[config.mk]
export PLATFORM = sky130hd
export DESIGN_NAME = aocr_bank
export DESIGN_NICKNAME = d
export VERILOG_FILES = /design/src/logic/aocr_pkg.sv /design/src/logic/aocr_clock_if.sv /design/src/logic/aocr_clock_divider.sv /design/src/logic/aocr_bank.sv
export SDC_FILE = /design/constraint.sdc
export NUM_CORES = 1
export LEC_CHECK = 0
export BUFFER_PORTS_ARGS = -buffer_cell sky130_fd_sc_hd__clkbuf_2
export CORE_ASPECT_RATIO = 0.8
export CORE_MARGIN = 3
export CORE_UTILIZATION = 30
export CTS_BUF_LIST = sky130_fd_sc_hd__clkbuf_8 sky130_fd_sc_hd__clkbuf_16
export CTS_CLUSTER_DIAMETER = 50
export DETAILED_ROUTE_END_ITERATION = 16
export PLACE_DENSITY = 0.51
export SLEW_MARGIN = 20
export SYNTH_ARGS = -nofsm -noshare
export SYNTH_HDL_FRONTEND = slang
export SYNTH_SLANG_ARGS = --single-unit
export TNS_END_PERCENT = 5
[constraint.sdc]
create_clock -name clk -period 9.7 [get_ports clk]
set_input_delay 1.94 -clock clk [delete_from_list [all_inputs] [get_ports clk]]
set_output_delay 1.94 -clock clk [all_outputs]
set_load 0.01 [all_outputs]
[src/logic/aocr_pkg.sv]
/*
 Package of register offsets, field positions, reset values and codes for the output configuration bank.
 Assumes an 8-bit register write/read port driven by the serial control port logic on the sample clock.
*/
package aocr_pkg;
	localparam logic [7:0] ADDR_GLOBAL_CLOCK   = 8'h09;
	localparam logic [7:0] ADDR_CLOCK_DIVIDE   = 8'h0B;
	localparam logic [7:0] ADDR_TEST_PATTERN   = 8'h0D;
	localparam logic [7:0] ADDR_SELF_TEST      = 8'h0E;
	localparam logic [7:0] ADDR_OUTPUT_FORMAT  = 8'h14;
	localparam logic [7:0] ADDR_PHASE_DELAY    = 8'h16;
	localparam logic [7:0] ADDR_DCLK_DELAY     = 8'h17;
	localparam logic [7:0] ADDR_REF_SELECT     = 8'h18;

	localparam logic [7:0] RST_GLOBAL_CLOCK  = 8'h01;
	localparam logic [7:0] RST_CLOCK_DIVIDE  = 8'h00;
	localparam logic [7:0] RST_TEST_PATTERN  = 8'h00;
	localparam logic [7:0] RST_SELF_TEST     = 8'h04;
	localparam logic [7:0] RST_OUTPUT_FORMAT = 8'h00;
	localparam logic [7:0] RST_PHASE_DELAY   = 8'h00;
	localparam logic [7:0] RST_DCLK_DELAY    = 8'h00;
	localparam logic [7:0] RST_REF_SELECT    = 8'hC0;

	localparam int DATA_W = 16;

	localparam int POS_DCS_ENABLE    = 0;
	localparam int POS_PRBS_LONG_RST = 5;
	localparam int POS_PRBS_SHORT_RST= 4;
	localparam int POS_INVERT        = 2;
	localparam int POS_OUT_DISABLE   = 4;
	localparam int POS_OUT_TYPE      = 6;
	localparam int POS_DRIVE         = 7;
	localparam int POS_DCLK_INVERT   = 7;
	localparam int POS_SELF_TEST_EN  = 0;
	localparam int POS_REF_LEVEL     = 6;

	localparam logic [2:0] TM_OFF       = 3'h0;
	localparam logic [2:0] TM_MID       = 3'h1;
	localparam logic [2:0] TM_POS_FS    = 3'h2;
	localparam logic [2:0] TM_NEG_FS    = 3'h3;
	localparam logic [2:0] TM_CHECKER   = 3'h4;
	localparam logic [2:0] TM_PRBS_LONG = 3'h5;
	localparam logic [2:0] TM_PRBS_SHORT= 3'h6;
	localparam logic [2:0] TM_TOGGLE    = 3'h7;

	localparam logic [1:0] FMT_TWOS = 2'h1;
	localparam logic [1:0] FMT_GRAY = 2'h2;

	localparam logic [22:0] PRBS_LONG_SEED  = 23'h7FFFFF;
	localparam logic [8:0]  PRBS_SHORT_SEED = 9'h1FF;
	localparam logic [DATA_W-1:0] MID_CODE  = 16'h8000;
	localparam logic [DATA_W-1:0] POS_CODE  = 16'hFFFF;
	localparam logic [DATA_W-1:0] NEG_CODE  = 16'h0000;
	localparam logic [DATA_W-1:0] CHECK_A   = 16'hAAAA;

	localparam int DCLK_RANGE_PS = 2500;
	localparam int DCLK_STEPS    = 31;
	localparam logic [4:0] DCLK_MAX_CODE = 5'h1F;

	typedef enum logic [2:0] {
		AOCR_DIV_IDLE = 3'b001,
		AOCR_DIV_HIGH = 3'b010,
		AOCR_DIV_LOW  = 3'b100
	} aocr_div_state_t;
endpackage

[src/logic/aocr_clock_if.sv]
/*
 Interface carrying clock divider settings from the register bank to the divider.
 Assumes both ends sit on the same sample clock.
*/
interface aocr_clock_if;
	logic [2:0] divide_code;
	logic [2:0] phase_code;
	logic       sample_enable;
	modport bank (output divide_code, output phase_code, input sample_enable);
	modport divider (input divide_code, input phase_code, output sample_enable);
endinterface

[src/logic/aocr_clock_divider.sv]
/*
 Integer clock divider with a whole-cycle start delay, producing one sample enable per divided period.
 Assumes clk is the input clock and the interface comes from the register bank.
*/
module aocr_clock_divider (
	input  wire logic      clk,
	input  wire logic      resetn,
	input  wire logic      clk_en,
	aocr_clock_if.divider  cfg
);
	aocr_pkg::aocr_div_state_t state;
	logic [2:0] count;
	logic [2:0] delay_count;
	logic [2:0] last_div;
	logic [2:0] last_phase;

	// Any change of divide or phase restarts through the delay stage.
	always_ff @(posedge clk or negedge resetn) begin
		if (!resetn) begin
			state         <= aocr_pkg::AOCR_DIV_IDLE;
			count         <= 3'h0;
			delay_count   <= 3'h0;
			last_div      <= 3'h0;
			last_phase    <= 3'h0;
			cfg.sample_enable <= 1'b0;
		end else if (clk_en) begin
			last_div   <= cfg.divide_code;
			last_phase <= cfg.phase_code;
			cfg.sample_enable <= 1'b0;
			if (last_div != cfg.divide_code || last_phase != cfg.phase_code) begin
				state       <= aocr_pkg::AOCR_DIV_IDLE;
				delay_count <= 3'h0;
			end else begin
				case (state)
				aocr_pkg::AOCR_DIV_IDLE: begin
					// Phase code N holds off the divider by N whole input cycles.
					if (delay_count == cfg.phase_code) begin
						state <= aocr_pkg::AOCR_DIV_HIGH;
						count <= 3'h0;
					end else begin
						delay_count <= delay_count + 3'h1;
					end
				end
				aocr_pkg::AOCR_DIV_HIGH: begin
					// Code 0 passes every cycle; code N yields one enable per N+1 cycles.
					cfg.sample_enable <= 1'b1;
					count <= 3'h0;
					if (cfg.divide_code != 3'h0) begin
						state <= aocr_pkg::AOCR_DIV_LOW;
					end
				end
				aocr_pkg::AOCR_DIV_LOW: begin
					if (count == cfg.divide_code - 3'h1) begin
						state <= aocr_pkg::AOCR_DIV_HIGH;
					end else begin
						count <= count + 3'h1;
					end
				end
				default: begin
					state <= aocr_pkg::AOCR_DIV_IDLE;
				end
				endcase
			end
		end
	end
endmodule

[src/logic/aocr_bank.sv]
/*
 Output configuration register bank: clocking control, test patterns, output format and data clock delay.
 Assumes the serial control port delivers single-cycle write and read strobes on clk.
*/
// What this block does
// - Three-bit clock divide; zero passes input clock, larger codes divide more.
// - Three-bit phase field delays divider start by zero to seven input cycles.
// - Test mode codes select off, midscale, full scales, checkerboard, word toggle.
// - Codes 101 and 110 give long and short PRBS; reset bits reseed them.
// - Format 00 or 11 offset binary, 01 twos complement, 10 gray; invert bit.
// - Five-bit data clock delay equals value times 2500 ps over 31.
// - Any nonzero test mode replaces converted samples on the outputs.
module aocr_bank (
	input  wire logic        clk,
	input  wire logic        resetn,
	input  wire logic        clk_en,
	input  wire logic        reg_write,
	input  wire logic        reg_read,
	input  wire logic [7:0]  reg_addr,
	input  wire logic [7:0]  reg_wdata,
	input  wire logic [15:0] sample_in,
	output logic [7:0]       reg_rdata,
	output logic [15:0]      data_out,
	output logic             sample_valid,
	output logic             dcs_active,
	output logic             output_disable,
	output logic             output_type_lvds,
	output logic             drive_reduced,
	output logic             output_data_clock_invert,
	output logic [11:0]      output_data_clock_delay_ps,
	output logic [1:0]       reference_level,
	output logic             self_test_enable
);
	logic [7:0] global_clock_control;
	logic [7:0] clock_divider_ratio;
	logic [7:0] output_test_pattern;
	logic [7:0] self_test_control;
	logic [7:0] output_format_control;
	logic [7:0] clock_phase_delay;
	logic [7:0] data_clock_out_delay;
	logic [7:0] reference_level_select;
	logic [22:0] prbs_long_pattern;
	logic [8:0]  prbs_short_pattern;
	logic        toggle_phase;
	logic [15:0] next_data;
	logic [15:0] coded;
	logic [15:0] test_word;
	logic [15:0] prbs_long_word;
	logic [15:0] prbs_short_word;
	logic [2:0]  mode;

	aocr_clock_if clk_cfg ();

	assign clk_cfg.divide_code = clock_divider_ratio[2:0];
	assign clk_cfg.phase_code  = clock_phase_delay[2:0];
	assign mode                = output_test_pattern[2:0];

	aocr_clock_divider u_divider (
		.clk    (clk),
		.resetn (resetn),
		.clk_en (clk_en),
		.cfg    (clk_cfg.divider)
	);

	// Writes to unmapped offsets are dropped, and every field keeps its value while clk_en is low.
	always_ff @(posedge clk or negedge resetn) begin
		if (!resetn) begin
			global_clock_control   <= aocr_pkg::RST_GLOBAL_CLOCK;
			clock_divider_ratio    <= aocr_pkg::RST_CLOCK_DIVIDE;
			output_test_pattern    <= aocr_pkg::RST_TEST_PATTERN;
			self_test_control      <= aocr_pkg::RST_SELF_TEST;
			output_format_control  <= aocr_pkg::RST_OUTPUT_FORMAT;
			clock_phase_delay      <= aocr_pkg::RST_PHASE_DELAY;
			data_clock_out_delay   <= aocr_pkg::RST_DCLK_DELAY;
			reference_level_select <= aocr_pkg::RST_REF_SELECT;
		end else if (clk_en && reg_write) begin
			case (reg_addr)
			aocr_pkg::ADDR_GLOBAL_CLOCK:  global_clock_control   <= reg_wdata;
			aocr_pkg::ADDR_CLOCK_DIVIDE:  clock_divider_ratio    <= reg_wdata;
			aocr_pkg::ADDR_TEST_PATTERN:  output_test_pattern    <= reg_wdata;
			aocr_pkg::ADDR_SELF_TEST:     self_test_control      <= reg_wdata;
			aocr_pkg::ADDR_OUTPUT_FORMAT: output_format_control  <= reg_wdata;
			aocr_pkg::ADDR_PHASE_DELAY:   clock_phase_delay      <= reg_wdata;
			aocr_pkg::ADDR_DCLK_DELAY:    data_clock_out_delay   <= reg_wdata;
			aocr_pkg::ADDR_REF_SELECT:    reference_level_select <= reg_wdata;
			default: begin
			end
			endcase
		end
	end

	// Reads of unmapped offsets return zero, and the last read value stands until the next read.
	always_ff @(posedge clk or negedge resetn) begin
		if (!resetn) begin
			reg_rdata <= 8'h00;
		end else if (clk_en && reg_read) begin
			case (reg_addr)
			aocr_pkg::ADDR_GLOBAL_CLOCK:  reg_rdata <= global_clock_control;
			aocr_pkg::ADDR_CLOCK_DIVIDE:  reg_rdata <= clock_divider_ratio;
			aocr_pkg::ADDR_TEST_PATTERN:  reg_rdata <= output_test_pattern;
			aocr_pkg::ADDR_SELF_TEST:     reg_rdata <= self_test_control;
			aocr_pkg::ADDR_OUTPUT_FORMAT: reg_rdata <= output_format_control;
			aocr_pkg::ADDR_PHASE_DELAY:   reg_rdata <= clock_phase_delay;
			aocr_pkg::ADDR_DCLK_DELAY:    reg_rdata <= data_clock_out_delay;
			aocr_pkg::ADDR_REF_SELECT:    reg_rdata <= reference_level_select;
			default:                      reg_rdata <= 8'h00;
			endcase
		end
	end

	// Each generator advances once per sample; its reset bit holds it at the seed.
	always_ff @(posedge clk or negedge resetn) begin
		if (!resetn) begin
			prbs_long_pattern <= aocr_pkg::PRBS_LONG_SEED;
		end else if (clk_en) begin
			if (output_test_pattern[aocr_pkg::POS_PRBS_LONG_RST]) begin
				prbs_long_pattern <= aocr_pkg::PRBS_LONG_SEED;
			end else if (clk_cfg.sample_enable) begin
				prbs_long_pattern <= {prbs_long_pattern[21:0], prbs_long_pattern[22] ^ prbs_long_pattern[17]};
			end
		end
	end

	always_ff @(posedge clk or negedge resetn) begin
		if (!resetn) begin
			prbs_short_pattern <= aocr_pkg::PRBS_SHORT_SEED;
		end else if (clk_en) begin
			if (output_test_pattern[aocr_pkg::POS_PRBS_SHORT_RST]) begin
				prbs_short_pattern <= aocr_pkg::PRBS_SHORT_SEED;
			end else if (clk_cfg.sample_enable) begin
				prbs_short_pattern <= {prbs_short_pattern[7:0], prbs_short_pattern[8] ^ prbs_short_pattern[4]};
			end
		end
	end

	// Checkerboard and word toggle both follow this phase, which flips on every sample.
	always_ff @(posedge clk or negedge resetn) begin
		if (!resetn) begin
			toggle_phase <= 1'b0;
		end else if (clk_en && clk_cfg.sample_enable) begin
			toggle_phase <= ~toggle_phase;
		end
	end

	assign prbs_long_word  = prbs_long_pattern[15:0];
	assign prbs_short_word = {prbs_short_pattern[6:0], prbs_short_pattern};

	// Test words are offset-binary patterns that bypass the format coding; the invert bit still applies to them.
	always_comb begin
		case (mode)
		aocr_pkg::TM_MID:        test_word = aocr_pkg::MID_CODE;
		aocr_pkg::TM_POS_FS:     test_word = aocr_pkg::POS_CODE;
		aocr_pkg::TM_NEG_FS:     test_word = aocr_pkg::NEG_CODE;
		aocr_pkg::TM_CHECKER:    test_word = toggle_phase ? ~aocr_pkg::CHECK_A : aocr_pkg::CHECK_A;
		aocr_pkg::TM_PRBS_LONG:  test_word = prbs_long_word;
		aocr_pkg::TM_PRBS_SHORT: test_word = prbs_short_word;
		aocr_pkg::TM_TOGGLE:     test_word = toggle_phase ? aocr_pkg::POS_CODE : aocr_pkg::NEG_CODE;
		default:                 test_word = sample_in;
		endcase
	end

	// Samples are offset binary; other formats are derived from that.
	always_comb begin
		case (output_format_control[1:0])
		aocr_pkg::FMT_TWOS: coded = {~sample_in[15], sample_in[14:0]};
		aocr_pkg::FMT_GRAY: coded = sample_in ^ {1'b0, sample_in[15:1]};
		default:            coded = sample_in;
		endcase
		next_data = (mode != aocr_pkg::TM_OFF) ? test_word : coded;
		if (output_format_control[aocr_pkg::POS_INVERT]) begin
			next_data = ~next_data;
		end
	end

	always_ff @(posedge clk or negedge resetn) begin
		if (!resetn) begin
			data_out     <= 16'h0000;
			sample_valid <= 1'b0;
		end else if (clk_en) begin
			sample_valid <= clk_cfg.sample_enable;
			if (clk_cfg.sample_enable) begin
				data_out <= next_data;
			end
		end
	end

	// A divide ratio above one forces the stabiliser on, whatever its enable bit holds.
	always_ff @(posedge clk or negedge resetn) begin
		if (!resetn) begin
			dcs_active <= aocr_pkg::RST_GLOBAL_CLOCK[aocr_pkg::POS_DCS_ENABLE];
		end else if (clk_en) begin
			dcs_active <= global_clock_control[aocr_pkg::POS_DCS_ENABLE] || (clock_divider_ratio[2:0] != 3'h0);
		end
	end

	// The data clock delay is rounded to the nearest picosecond.
	always_ff @(posedge clk or negedge resetn) begin
		if (!resetn) begin
			output_data_clock_delay_ps <= 12'h000;
		end else if (clk_en) begin
			output_data_clock_delay_ps <= 12'((int'(data_clock_out_delay[4:0]) * aocr_pkg::DCLK_RANGE_PS
				+ aocr_pkg::DCLK_STEPS / 2) / aocr_pkg::DCLK_STEPS);
		end
	end

	always_ff @(posedge clk or negedge resetn) begin
		if (!resetn) begin
			output_disable           <= 1'b0;
			output_type_lvds         <= 1'b0;
			drive_reduced            <= 1'b0;
			output_data_clock_invert <= 1'b0;
			reference_level          <= aocr_pkg::RST_REF_SELECT[aocr_pkg::POS_REF_LEVEL +: 2];
			self_test_enable         <= aocr_pkg::RST_SELF_TEST[aocr_pkg::POS_SELF_TEST_EN];
		end else if (clk_en) begin
			output_disable           <= output_format_control[aocr_pkg::POS_OUT_DISABLE];
			output_type_lvds         <= output_format_control[aocr_pkg::POS_OUT_TYPE];
			drive_reduced            <= output_format_control[aocr_pkg::POS_DRIVE];
			output_data_clock_invert <= clock_phase_delay[aocr_pkg::POS_DCLK_INVERT];
			reference_level          <= reference_level_select[aocr_pkg::POS_REF_LEVEL +: 2];
			self_test_enable         <= self_test_control[aocr_pkg::POS_SELF_TEST_EN];
		end
	end
endmodule

==> flow_summary.html, run 1 <==
<table>
<tr><th>Metric</th><th>Value</th></tr>
<tr><th colspan="2">Status</th></tr>
<tr><td>Result of the run</td><td>completed</td></tr>
<tr><th colspan="2">Floorplanning</th></tr>
<tr><td>Core area</td><td>0.0365 sq mm</td></tr>
<tr><td>Placement row count</td><td>62</td></tr>
<tr><td>DIE WIDTH</td><td>223 microns</td></tr>
<tr><td>I/O pin count</td><td>82</td></tr>
<tr><td>Die extent in y</td><td>180 microns</td></tr>
<tr><td>Effective utilization at floorplan</td><td>31.0%</td></tr>
<tr><td>Total Die Area</td><td>0.0401 sq mm</td></tr>
<tr><th colspan="2">Yosys</th></tr>
<tr><td>Top-area cell type share of the netlist area</td><td>26.1%</td></tr>
<tr><td>Avg Inst Size Synth</td><td>9.21 sq um</td></tr>
<tr><td>Main synth FF type</td><td>sky130_fd_sc_hd__dfrtp_1</td></tr>
<tr><td>Top post-synthesis cells by area</td><td>sky130_fd_sc_hd__dfrtp_1 26%, sky130_fd_sc_hd__dfstp_2 9.3%, sky130_fd_sc_hd__mux2_2 7.7%, sky130_fd_sc_hd__nand2_1 5.2%, sky130_fd_sc_hd__o21ai_0 4.1%</td></tr>
<tr><td>Number of distinct standard cells referenced by the synthesized netlist</td><td>115</td></tr>
<tr><td>Async S/R FF share, synth</td><td>100%</td></tr>
<tr><td>Fraction of the yosys area taken by sequential cells</td><td>35.4%</td></tr>
<tr><td>Post-synthesis instance total</td><td>1229</td></tr>
<tr><td>Synth Register Bits</td><td>158</td></tr>
<tr><td>Number of warnings reported in the yosys synthesis log</td><td>0</td></tr>
<tr><td>Total standard cell area after synthesis</td><td>0.0113 sq mm</td></tr>
<tr><td>Net Count, Synth</td><td>1305</td></tr>
<tr><td>Number of enable-type register cells in the synthesized netlist</td><td>0</td></tr>
<tr><td>Dominant cell type by area after synthesis</td><td>sky130_fd_sc_hd__dfrtp_1</td></tr>
<tr><th colspan="2">STA</th></tr>
<tr><td>Highest attainable clock frequency</td><td>106 MHz</td></tr>
<tr><td>Final number of setup-violating endpoints</td><td>0</td></tr>
<tr><td>Setup skew after layout</td><td>0.0122 ns</td></tr>
<tr><td>Post-route minimum period</td><td>9.44 ns</td></tr>
<tr><td>Actual slew at the worst max-slew pin</td><td>1.06 ns</td></tr>
<tr><td>Final worst-path cycle share</td><td>97.4%</td></tr>
<tr><td>Worst-case headroom to the max-slew limit</td><td>29.2%</td></tr>
<tr><td>Hold Worst Slack</td><td>0.481 ns</td></tr>
<tr><td>Final slew viol count</td><td>0</td></tr>
<tr><td>Worst Setup Slack, final</td><td>0.256 ns</td></tr>
<tr><td>Hold violation count in the final report</td><td>0</td></tr>
<tr><th colspan="2">Critical path</th></tr>
<tr><td>Critical-path top delay cell</td><td>sky130_fd_sc_hd__fa_1</td></tr>
<tr><td>Kind of critical path</td><td>flop to flop</td></tr>
<tr><td>Crit path DAT</td><td>9.76 ns</td></tr>
<tr><td>Delay of the slowest cell on the worst path</td><td>0.54 ns</td></tr>
<tr><td>Kind of cell with the highest combined delay on the critical path</td><td>compound AO/OA/AOI/OAI gates</td></tr>
<tr><td>Most used cell, CP</td><td>sky130_fd_sc_hd__ha_1</td></tr>
<tr><td>Kind of end point of the critical path</td><td>flop</td></tr>
<tr><td>Nature of the critical path startpoint</td><td>flop</td></tr>
<tr><td>Worst-path maximum fanout</td><td>6</td></tr>
<tr><td>Required time worst endpoint</td><td>10.01 ns</td></tr>
<tr><td>Worst path bufs/invs</td><td>4</td></tr>
<tr><th colspan="2">Layout</th></tr>
<tr><td>Share of post-route cells with drive strength above 1</td><td>29.4%</td></tr>
<tr><td>Number of nets in the layout</td><td>1423</td></tr>
<tr><td>Antenna diode count</td><td>0</td></tr>
<tr><td>Area added between synthesis and finish</td><td>19.8%</td></tr>
<tr><td>Filler Cells Inserted</td><td>3659</td></tr>
<tr><th colspan="2">Routing</th></tr>
<tr><td>Initial DRC count</td><td>719</td></tr>
<tr><td>Antenna Nets Post-Route</td><td>0</td></tr>
<tr><td>Drt total wl</td><td>33500 microns</td></tr>
<tr><td>Vias after detailed routing</td><td>10095</td></tr>
<tr><td>Drt via density</td><td>5.49</td></tr>
<tr><td>Routed WL per cell</td><td>18.2 microns</td></tr>
<tr><td>Drt first pass iters</td><td>5</td></tr>
<tr><td>DRC viols</td><td>0</td></tr>
<tr><th colspan="2">Global route</th></tr>
<tr><td>Antenna violations before repair</td><td>0</td></tr>
<tr><td>Overall Global Routing Usage</td><td>16.1%</td></tr>
<tr><td>Via count of the first global-routing pass</td><td>9391</td></tr>
<tr><td>Pin count of the biggest net entering global routing</td><td>97</td></tr>
<tr><td>GRT Residual Overflow</td><td>0</td></tr>
<tr><td>Global-route wire length before repair</td><td>53300 microns</td></tr>
<tr><th colspan="2">Clock tree</th></tr>
<tr><td>Root Driver</td><td>sky130_fd_sc_hd__clkbuf_16</td></tr>
<tr><td>Clock buffer count from CTS</td><td>17</td></tr>
<tr><td>TritonCTS sink count</td><td>158</td></tr>
<tr><td>Buffer levels on the longest clock path</td><td>2</td></tr>
<tr><td>Clock latency reported for the late side of the worst-skew pair</td><td>0.43 ns</td></tr>
<tr><td>Clock tree from TritonCTS</td><td>yes</td></tr>
<tr><td>Register clock-pin slew on the reported worst setup and hold paths</td><td>0.07 ns</td></tr>
<tr><td>Hold buffers post-CTS</td><td>0</td></tr>
<tr><td>Deepest level of the CTS H-tree</td><td>4</td></tr>
<tr><th colspan="2">Place</th></tr>
<tr><td>Setup slack at placement</td><td>-0.255 ns</td></tr>
<tr><td>Global placer's final weighted congestion</td><td>0.881</td></tr>
<tr><td>Final HPWL DP</td><td>24000 microns</td></tr>
<tr><td>Port bufs</td><td>81</td></tr>
<tr><th colspan="2">Min path</th></tr>
<tr><td>Path category of the worst min-delay check</td><td>flop to flop</td></tr>
<tr><th colspan="2">Run</th></tr>
<tr><td>Max-cap violation count</td><td>0</td></tr>
</table>
## placed cells by master (no fill, tap or decap), types with 29 or more instances in the layout
cell,count
sky130_fd_sc_hd__ha_1,33
sky130_fd_sc_hd__nand3_1,48
sky130_fd_sc_hd__buf_4,72
sky130_fd_sc_hd__clkbuf_2,80
sky130_fd_sc_hd__nand2_1,155
sky130_fd_sc_hd__dfstp_2,40
sky130_fd_sc_hd__a221oi_1,34
sky130_fd_sc_hd__inv_1,29
sky130_fd_sc_hd__mux2_2,78
sky130_fd_sc_hd__nor2_1,86
sky130_fd_sc_hd__xnor2_1,37
sky130_fd_sc_hd__a21oi_1,49
sky130_fd_sc_hd__o21ai_0,87
sky130_fd_sc_hd__dfrtp_1,118
## cells by family (layout without fill, tap and decap cells)
group / count (synthesis) / after routing / share of synthesized area, %
AOI/OAI and AO/OA: 363 / 363 / 23.9
xor gates and xnor gates: 59 / 59 / 4.76
adders and majority gates: 40 / 40 / 4.66
buffers and inverters: 83 / 214 / 2.93
DFF: 158 / 158 / 35.4
muxes: 94 / 94 / 9.28
and+or+nand+nor: 432 / 432 / 19.1
## flip-flops by register name (all words and copies together), names as in the netlist, 8 cells and up
signal,cells
data_out,16
self_test_control,8
prbs_long_pattern,23
data_clock_out_delay,8
reference_level_select,8
output_test_pattern,8
output_data_clock_delay_ps,12
clock_divider_ratio,8
clock_phase_delay,8
prbs_short_pattern,9
reg_rdata,8
global_clock_control,8
output_format_control,8
## synth_stat cells (29+ instances only)
cell type                  count
sky130_fd_sc_hd__mux2_2       77
sky130_fd_sc_hd__inv_1        29
sky130_fd_sc_hd__dfrtp_1     118
sky130_fd_sc_hd__o21ai_0      93
sky130_fd_sc_hd__nand2_1     156
sky130_fd_sc_hd__xnor2_1      38
sky130_fd_sc_hd__nor3_1       31
sky130_fd_sc_hd__ha_1         35
sky130_fd_sc_hd__nor2_1       87
sky130_fd_sc_hd__a21oi_1      53
sky130_fd_sc_hd__a221oi_1     34
sky130_fd_sc_hd__clkbuf_1     42
sky130_fd_sc_hd__dfstp_2      40
sky130_fd_sc_hd__nand3_1      49
## path summary, 6_finish.rpt
| kind | startpoint | to | slack, ns | cells after the start |
|---|---|---|---|---|
| max | data_clock_out_delay[2] | output_data_clock_delay_ps[0] | 0.26 | 38 |
| min reg2reg | output_data_clock_delay_ps[8] | output_data_clock_delay_ps[8] | 0.48 | 1 |
| max in group asynchronous | resetn | output_test_pattern[2] | 6.68 | 2 |
| min | output_data_clock_delay_ps[8] | output_data_clock_delay_ps[8] | 0.48 | 1 |
| min in group asynchronous | resetn | output_data_clock_delay_ps[0] | 1.62 | 1 |
| max reg2reg | data_clock_out_delay[2] | output_data_clock_delay_ps[0] | 0.26 | 38 |
## final cells by class
| type | count | area [sq um] | share of cell area, % |
|---|---|---|---|
| clock buffer | 19 | 453 | 3.34 |
| sequential | 158 | 4000 | 29.5 |
| inverter | 29 | 109 | 0.803 |
| tap | 480 | 601 | 4.43 |
| multi-input combinational | 988 | 7310 | 53.9 |
| clock inverter | 13 | 131 | 0.969 |
| timing repair buffer | 153 | 952 | 7.02 |
## repair_timing
item                                    4_1_cts  5_1_grt
cloned                                        0        0
endpoints found under the setup margin        1        2
gates resized for setup                       6       55
setup buffers                                 2       20
hold endpoints to repair                      0        0
pin swaps                                     1       15
## stage by stage
stage	instance area, sq um	TNS, ns	std cells	util, %
after floorplan	11300	0	1229	-
after global placement	12500	-0.165	1786	34.2
after detailed placement	12500	-0.255	1786	34.2
after CTS	13100	0	1820	36.0
after global routing	13600	-0.0929	1840	37.1
final	13600	0	1840	37.1
## per-layer routing
layer / share of wire, % / vias to the layer above / track usage (%)
li1: - / 4871 / -
met1: 53 / 4951 / 25.3
met2: 42 / 248 / 23.0
met3: 3.9 / 25 / 2.58
met4: 1.1 / 0 / 3.38
met5: 0 / - / 0
Power of run 1 is not shown: default switching activity piles up to over one toggle a cycle in this logic, so the estimate is an artifact.
==> run 2: changes to the inputs <==
--- a/config.mk
+++ b/config.mk
@@ -8,11 +8,11 @@
 export BUFFER_PORTS_ARGS = -buffer_cell sky130_fd_sc_hd__clkbuf_2
 export CORE_ASPECT_RATIO = 0.8
 export CORE_MARGIN = 3
-export CORE_UTILIZATION = 30
+export CORE_UTILIZATION = 56
 export CTS_BUF_LIST = sky130_fd_sc_hd__clkbuf_8 sky130_fd_sc_hd__clkbuf_16
 export CTS_CLUSTER_DIAMETER = 50
 export DETAILED_ROUTE_END_ITERATION = 16
-export PLACE_DENSITY = 0.51
+export PLACE_DENSITY = 0.82
 export SLEW_MARGIN = 20
 export SYNTH_ARGS = -nofsm -noshare
 export SYNTH_HDL_FRONTEND = slang
==> run 2 against run 1 <==
Compared with the run above:
- global-route usage rose by 12 points
- count of clock-buffer cells in the layout fell by 1
- clock skew fell by 0.0026 ns
- final area fell by 2.2%
- worst hold slack improved by 0.0016 ns
- critical endpoint unchanged
- largest cell class unchanged
- highest routed layer unchanged
==> flow_summary.html, run 2 (synthesized netlist as in run 1, its figures left out) <==
<table>
<tr><th>Metric</th><th>Value</th></tr>
<tr><th colspan="2">Global route</th></tr>
<tr><td>Overall Global Routing Usage</td><td>28.3% (+12 points)</td></tr>
<tr><td>Pin count of the biggest net entering global routing</td><td>84 (-13%)</td></tr>
<tr><td>Via count of the first global-routing pass</td><td>9772 (+4.1%)</td></tr>
<tr><td>Antenna violations before repair</td><td>0 (unchanged)</td></tr>
<tr><td>Global-route wire length before repair</td><td>50700 microns (-4.8%)</td></tr>
<tr><td>GRT Residual Overflow</td><td>0 (unchanged)</td></tr>
<tr><th colspan="2">Place</th></tr>
<tr><td>Final HPWL DP</td><td>22100 microns (-7.9%)</td></tr>
<tr><td>Setup slack at placement</td><td>0.0102 ns (+0.265 ns)</td></tr>
<tr><td>DP Cell Count</td><td>1556 (-13%)</td></tr>
<tr><td>Global placer's final weighted congestion</td><td>0.956 (+8.5%)</td></tr>
<tr><td>Port bufs</td><td>81 (unchanged)</td></tr>
<tr><th colspan="2">STA</th></tr>
<tr><td>Final slew viol count</td><td>0 (unchanged)</td></tr>
<tr><td>Highest attainable clock frequency</td><td>107 MHz (+0.66%)</td></tr>
<tr><td>Hold Worst Slack</td><td>0.483 ns (+0.00156 ns)</td></tr>
<tr><td>Actual slew at the worst max-slew pin</td><td>1.08 ns (+0.0172 ns)</td></tr>
<tr><td>Post-route minimum period</td><td>9.38 ns (-0.0622 ns)</td></tr>
<tr><td>Worst-case headroom to the max-slew limit</td><td>27.5% (-1.7 points)</td></tr>
<tr><td>Final number of setup-violating endpoints</td><td>0 (unchanged)</td></tr>
<tr><td>Final worst-path cycle share</td><td>96.7% (-0.64 points)</td></tr>
<tr><td>Setup skew after layout</td><td>0.00963 ns (-0.00260 ns)</td></tr>
<tr><td>Hold violation count in the final report</td><td>0 (unchanged)</td></tr>
<tr><td>Worst Setup Slack, final</td><td>0.318 ns (+0.0622 ns)</td></tr>
<tr><th colspan="2">Routing</th></tr>
<tr><td>Vias after detailed routing</td><td>10638 (+5.4%)</td></tr>
<tr><td>Routed WL per cell</td><td>19.7 microns (+8.4%)</td></tr>
<tr><td>Initial DRC count</td><td>1384 (+92%)</td></tr>
<tr><td>DRC viols</td><td>0 (unchanged)</td></tr>
<tr><td>Antenna Nets Post-Route</td><td>0 (unchanged)</td></tr>
<tr><td>Drt via density</td><td>6.61 (+20%)</td></tr>
<tr><td>Drt total wl</td><td>31800 microns (-5.2%)</td></tr>
<tr><td>Drt first pass iters</td><td>7 (+2)</td></tr>
<tr><th colspan="2">Layout</th></tr>
<tr><td>Number of nets in the layout</td><td>1415 (-0.56%)</td></tr>
<tr><td>Largest regs</td><td>prbs_long_pattern: 23 flops, data_out: 16 flops, output_data_clock_delay_ps: 12 flops</td></tr>
<tr><td>Area added between synthesis and finish</td><td>17.2%</td></tr>
<tr><td>Antenna diode count</td><td>0 (unchanged)</td></tr>
<tr><td>Filler Cells Inserted</td><td>1403 (-62%)</td></tr>
<tr><td>Most common cell after layout, fill and taps aside</td><td>sky130_fd_sc_hd__nand2_1</td></tr>
<tr><td>Commonest non-fill, non-tap cells in the layout</td><td>153 x sky130_fd_sc_hd__nand2_1, 118 x sky130_fd_sc_hd__dfrtp_1, 88 x sky130_fd_sc_hd__o21ai_0</td></tr>
<tr><td>Biggest register</td><td>prbs_long_pattern</td></tr>
<tr><td>Share of post-route cells with drive strength above 1</td><td>29.3% (-0.12 points)</td></tr>
<tr><td>Max reg flops</td><td>23 (unchanged)</td></tr>
<tr><td>Layout Cells excl Fill</td><td>1610 (-13%)</td></tr>
<tr><th colspan="2">Critical path</th></tr>
<tr><td>Kind of end point of the critical path</td><td>flop</td></tr>
<tr><td>Critical-path top delay cell</td><td>sky130_fd_sc_hd__fa_1</td></tr>
<tr><td>Cell depth of the worst flop-to-flop path</td><td>37 (-2.6%)</td></tr>
<tr><td>RR Startpoint</td><td>data_clock_out_delay[2]</td></tr>
<tr><td>FF-to-FF End</td><td>output_data_clock_delay_ps[0]</td></tr>
<tr><td>Setup slack on the worst flop-to-flop path</td><td>0.32 ns (+0.06 ns)</td></tr>
<tr><td>Crit path DAT</td><td>9.70 ns (-0.06 ns)</td></tr>
<tr><td>Delay of the slowest cell on the worst path</td><td>0.55 ns (about the same)</td></tr>
<tr><td>Worst-path maximum fanout</td><td>11 (+5)</td></tr>
<tr><td>Kind of critical path</td><td>flop to flop</td></tr>
<tr><td>Most used cell, CP</td><td>sky130_fd_sc_hd__ha_1</td></tr>
<tr><td>Required time worst endpoint</td><td>10.02 ns (about the same)</td></tr>
<tr><td>Nature of the critical path startpoint</td><td>flop</td></tr>
<tr><th colspan="2">Run</th></tr>
<tr><td>Max-cap violation count</td><td>0 (unchanged)</td></tr>
<tr><th colspan="2">Clock tree</th></tr>
<tr><td>Buffer levels on the longest clock path</td><td>2 (unchanged)</td></tr>
<tr><td>Clock buffer count from CTS</td><td>17 (unchanged)</td></tr>
<tr><td>Register clock-pin slew on the reported worst setup and hold paths</td><td>0.07 ns (about the same)</td></tr>
<tr><td>Clock latency reported for the late side of the worst-skew pair</td><td>0.43 ns (about the same)</td></tr>
<tr><td>TritonCTS sink count</td><td>158 (unchanged)</td></tr>
<tr><td>Clock tree from TritonCTS</td><td>yes</td></tr>
<tr><td>Root Driver</td><td>sky130_fd_sc_hd__clkbuf_16</td></tr>
<tr><td>Deepest level of the CTS H-tree</td><td>4 (unchanged)</td></tr>
<tr><th colspan="2">Floorplanning</th></tr>
<tr><td>DIE WIDTH</td><td>165 microns (-26%)</td></tr>
<tr><td>Total Die Area</td><td>0.0220 sq mm (-45%)</td></tr>
<tr><td>Effective utilization at floorplan</td><td>58.3% (+27 points)</td></tr>
<tr><td>Die extent in y</td><td>133 microns (-26%)</td></tr>
<tr><td>Core area</td><td>0.0194 sq mm (-47%)</td></tr>
<tr><td>Placement row count</td><td>45 (-27%)</td></tr>
<tr><td>I/O pin count</td><td>82 (unchanged)</td></tr>
<tr><th colspan="2">Min path</th></tr>
<tr><td>Path category of the worst min-delay check</td><td>flop to flop</td></tr>
<tr><td>Launch instance of the worst min-delay path</td><td>data_out[5]</td></tr>
<tr><td>Worst hold path endpoint</td><td>data_out[5]</td></tr>
<tr><td>Hold path depth</td><td>2 (+1)</td></tr>
<tr><th colspan="2">Status</th></tr>
<tr><td>Result of the run</td><td>completed</td></tr>
</table>
[run 2: cell types whose count changed in the layout (fill, tap and decap cells not counted), sizes merged]
cell	delta
clkinvlp	-1
bufinv	+1
inv	+1
clkbuf	-1
buf	-8
[run 2: final cells by class]
| cell class | instances | area, sq um | share of cell area, % |
|---|---|---|---|
| clock buffers | 18 | 439 | 3.31 |
| repair buffers | 145 | 896 | 6.75 |
| inverters | 29 | 109 | 0.821 |
| multi-input cells | 988 | 7320 | 55.2 |
| clock inverters | 14 | 174 | 1.31 |
| flip-flops and latches | 158 | 4000 | 30.2 |
| well taps | 258 | 323 | 2.43 |
[run 2: through the flow]
step	cell area [sq um]	setup TNS (ns)	utilization [%]
global route	13300	-0.0637	68.3
CTS	12800	0	65.8
global placement	12100	0	62.5
detailed placement	12100	0	62.5
floorplan	11300	0	-
finish	13300	0	68.3
[run 2: worst max-delay path: cells and delay by family (launching register included)]
kind,cells,cell delay (ns)
compound gates,14,3.43
xor+xnor,1,0.23
fa+ha+maj,7,2.35
buf+inv,3,0.32
flops,1,0.35
mux,1,0.29
simple gates,11,2.29
[run 2: metal layers]
layer  up-vias  global-route usage [%]  share of wire [%]
li1       4858                       -                  -
met3        64                    5.94                8.7
met4         0                    7.45                1.9
met1      5192                    42.6                 45
met5         -                       0                  0
met2       524                    41.5                 45
[run 2: worst max-delay path by stage]
stage / start / to
2_1_floorplan: data_clock_out_delay[2] / output_data_clock_delay_ps[0]
6_report: data_clock_out_delay[2] / output_data_clock_delay_ps[0]
4_1_cts: data_clock_out_delay[2] / output_data_clock_delay_ps[0]
5_1_grt: data_clock_out_delay[2] / output_data_clock_delay_ps[0]
3_3_place_gp: data_clock_out_delay[2] / output_data_clock_delay_ps[0]
3_5_place_dp: data_clock_out_delay[2] / output_data_clock_delay_ps[0]
[run 2: what timing repair did]
action                                  in CTS  in global routing
gates cloned                                 0                  0
setup buffers                                0                 22
pin swaps                                    1                 20
endpoints found under the hold margin        0                  0
endpoints found under the setup margin       1                  2
resized for setup                            2                 61
hold buffers                                 0                  0
Power of run 2 is left out for the same reason.
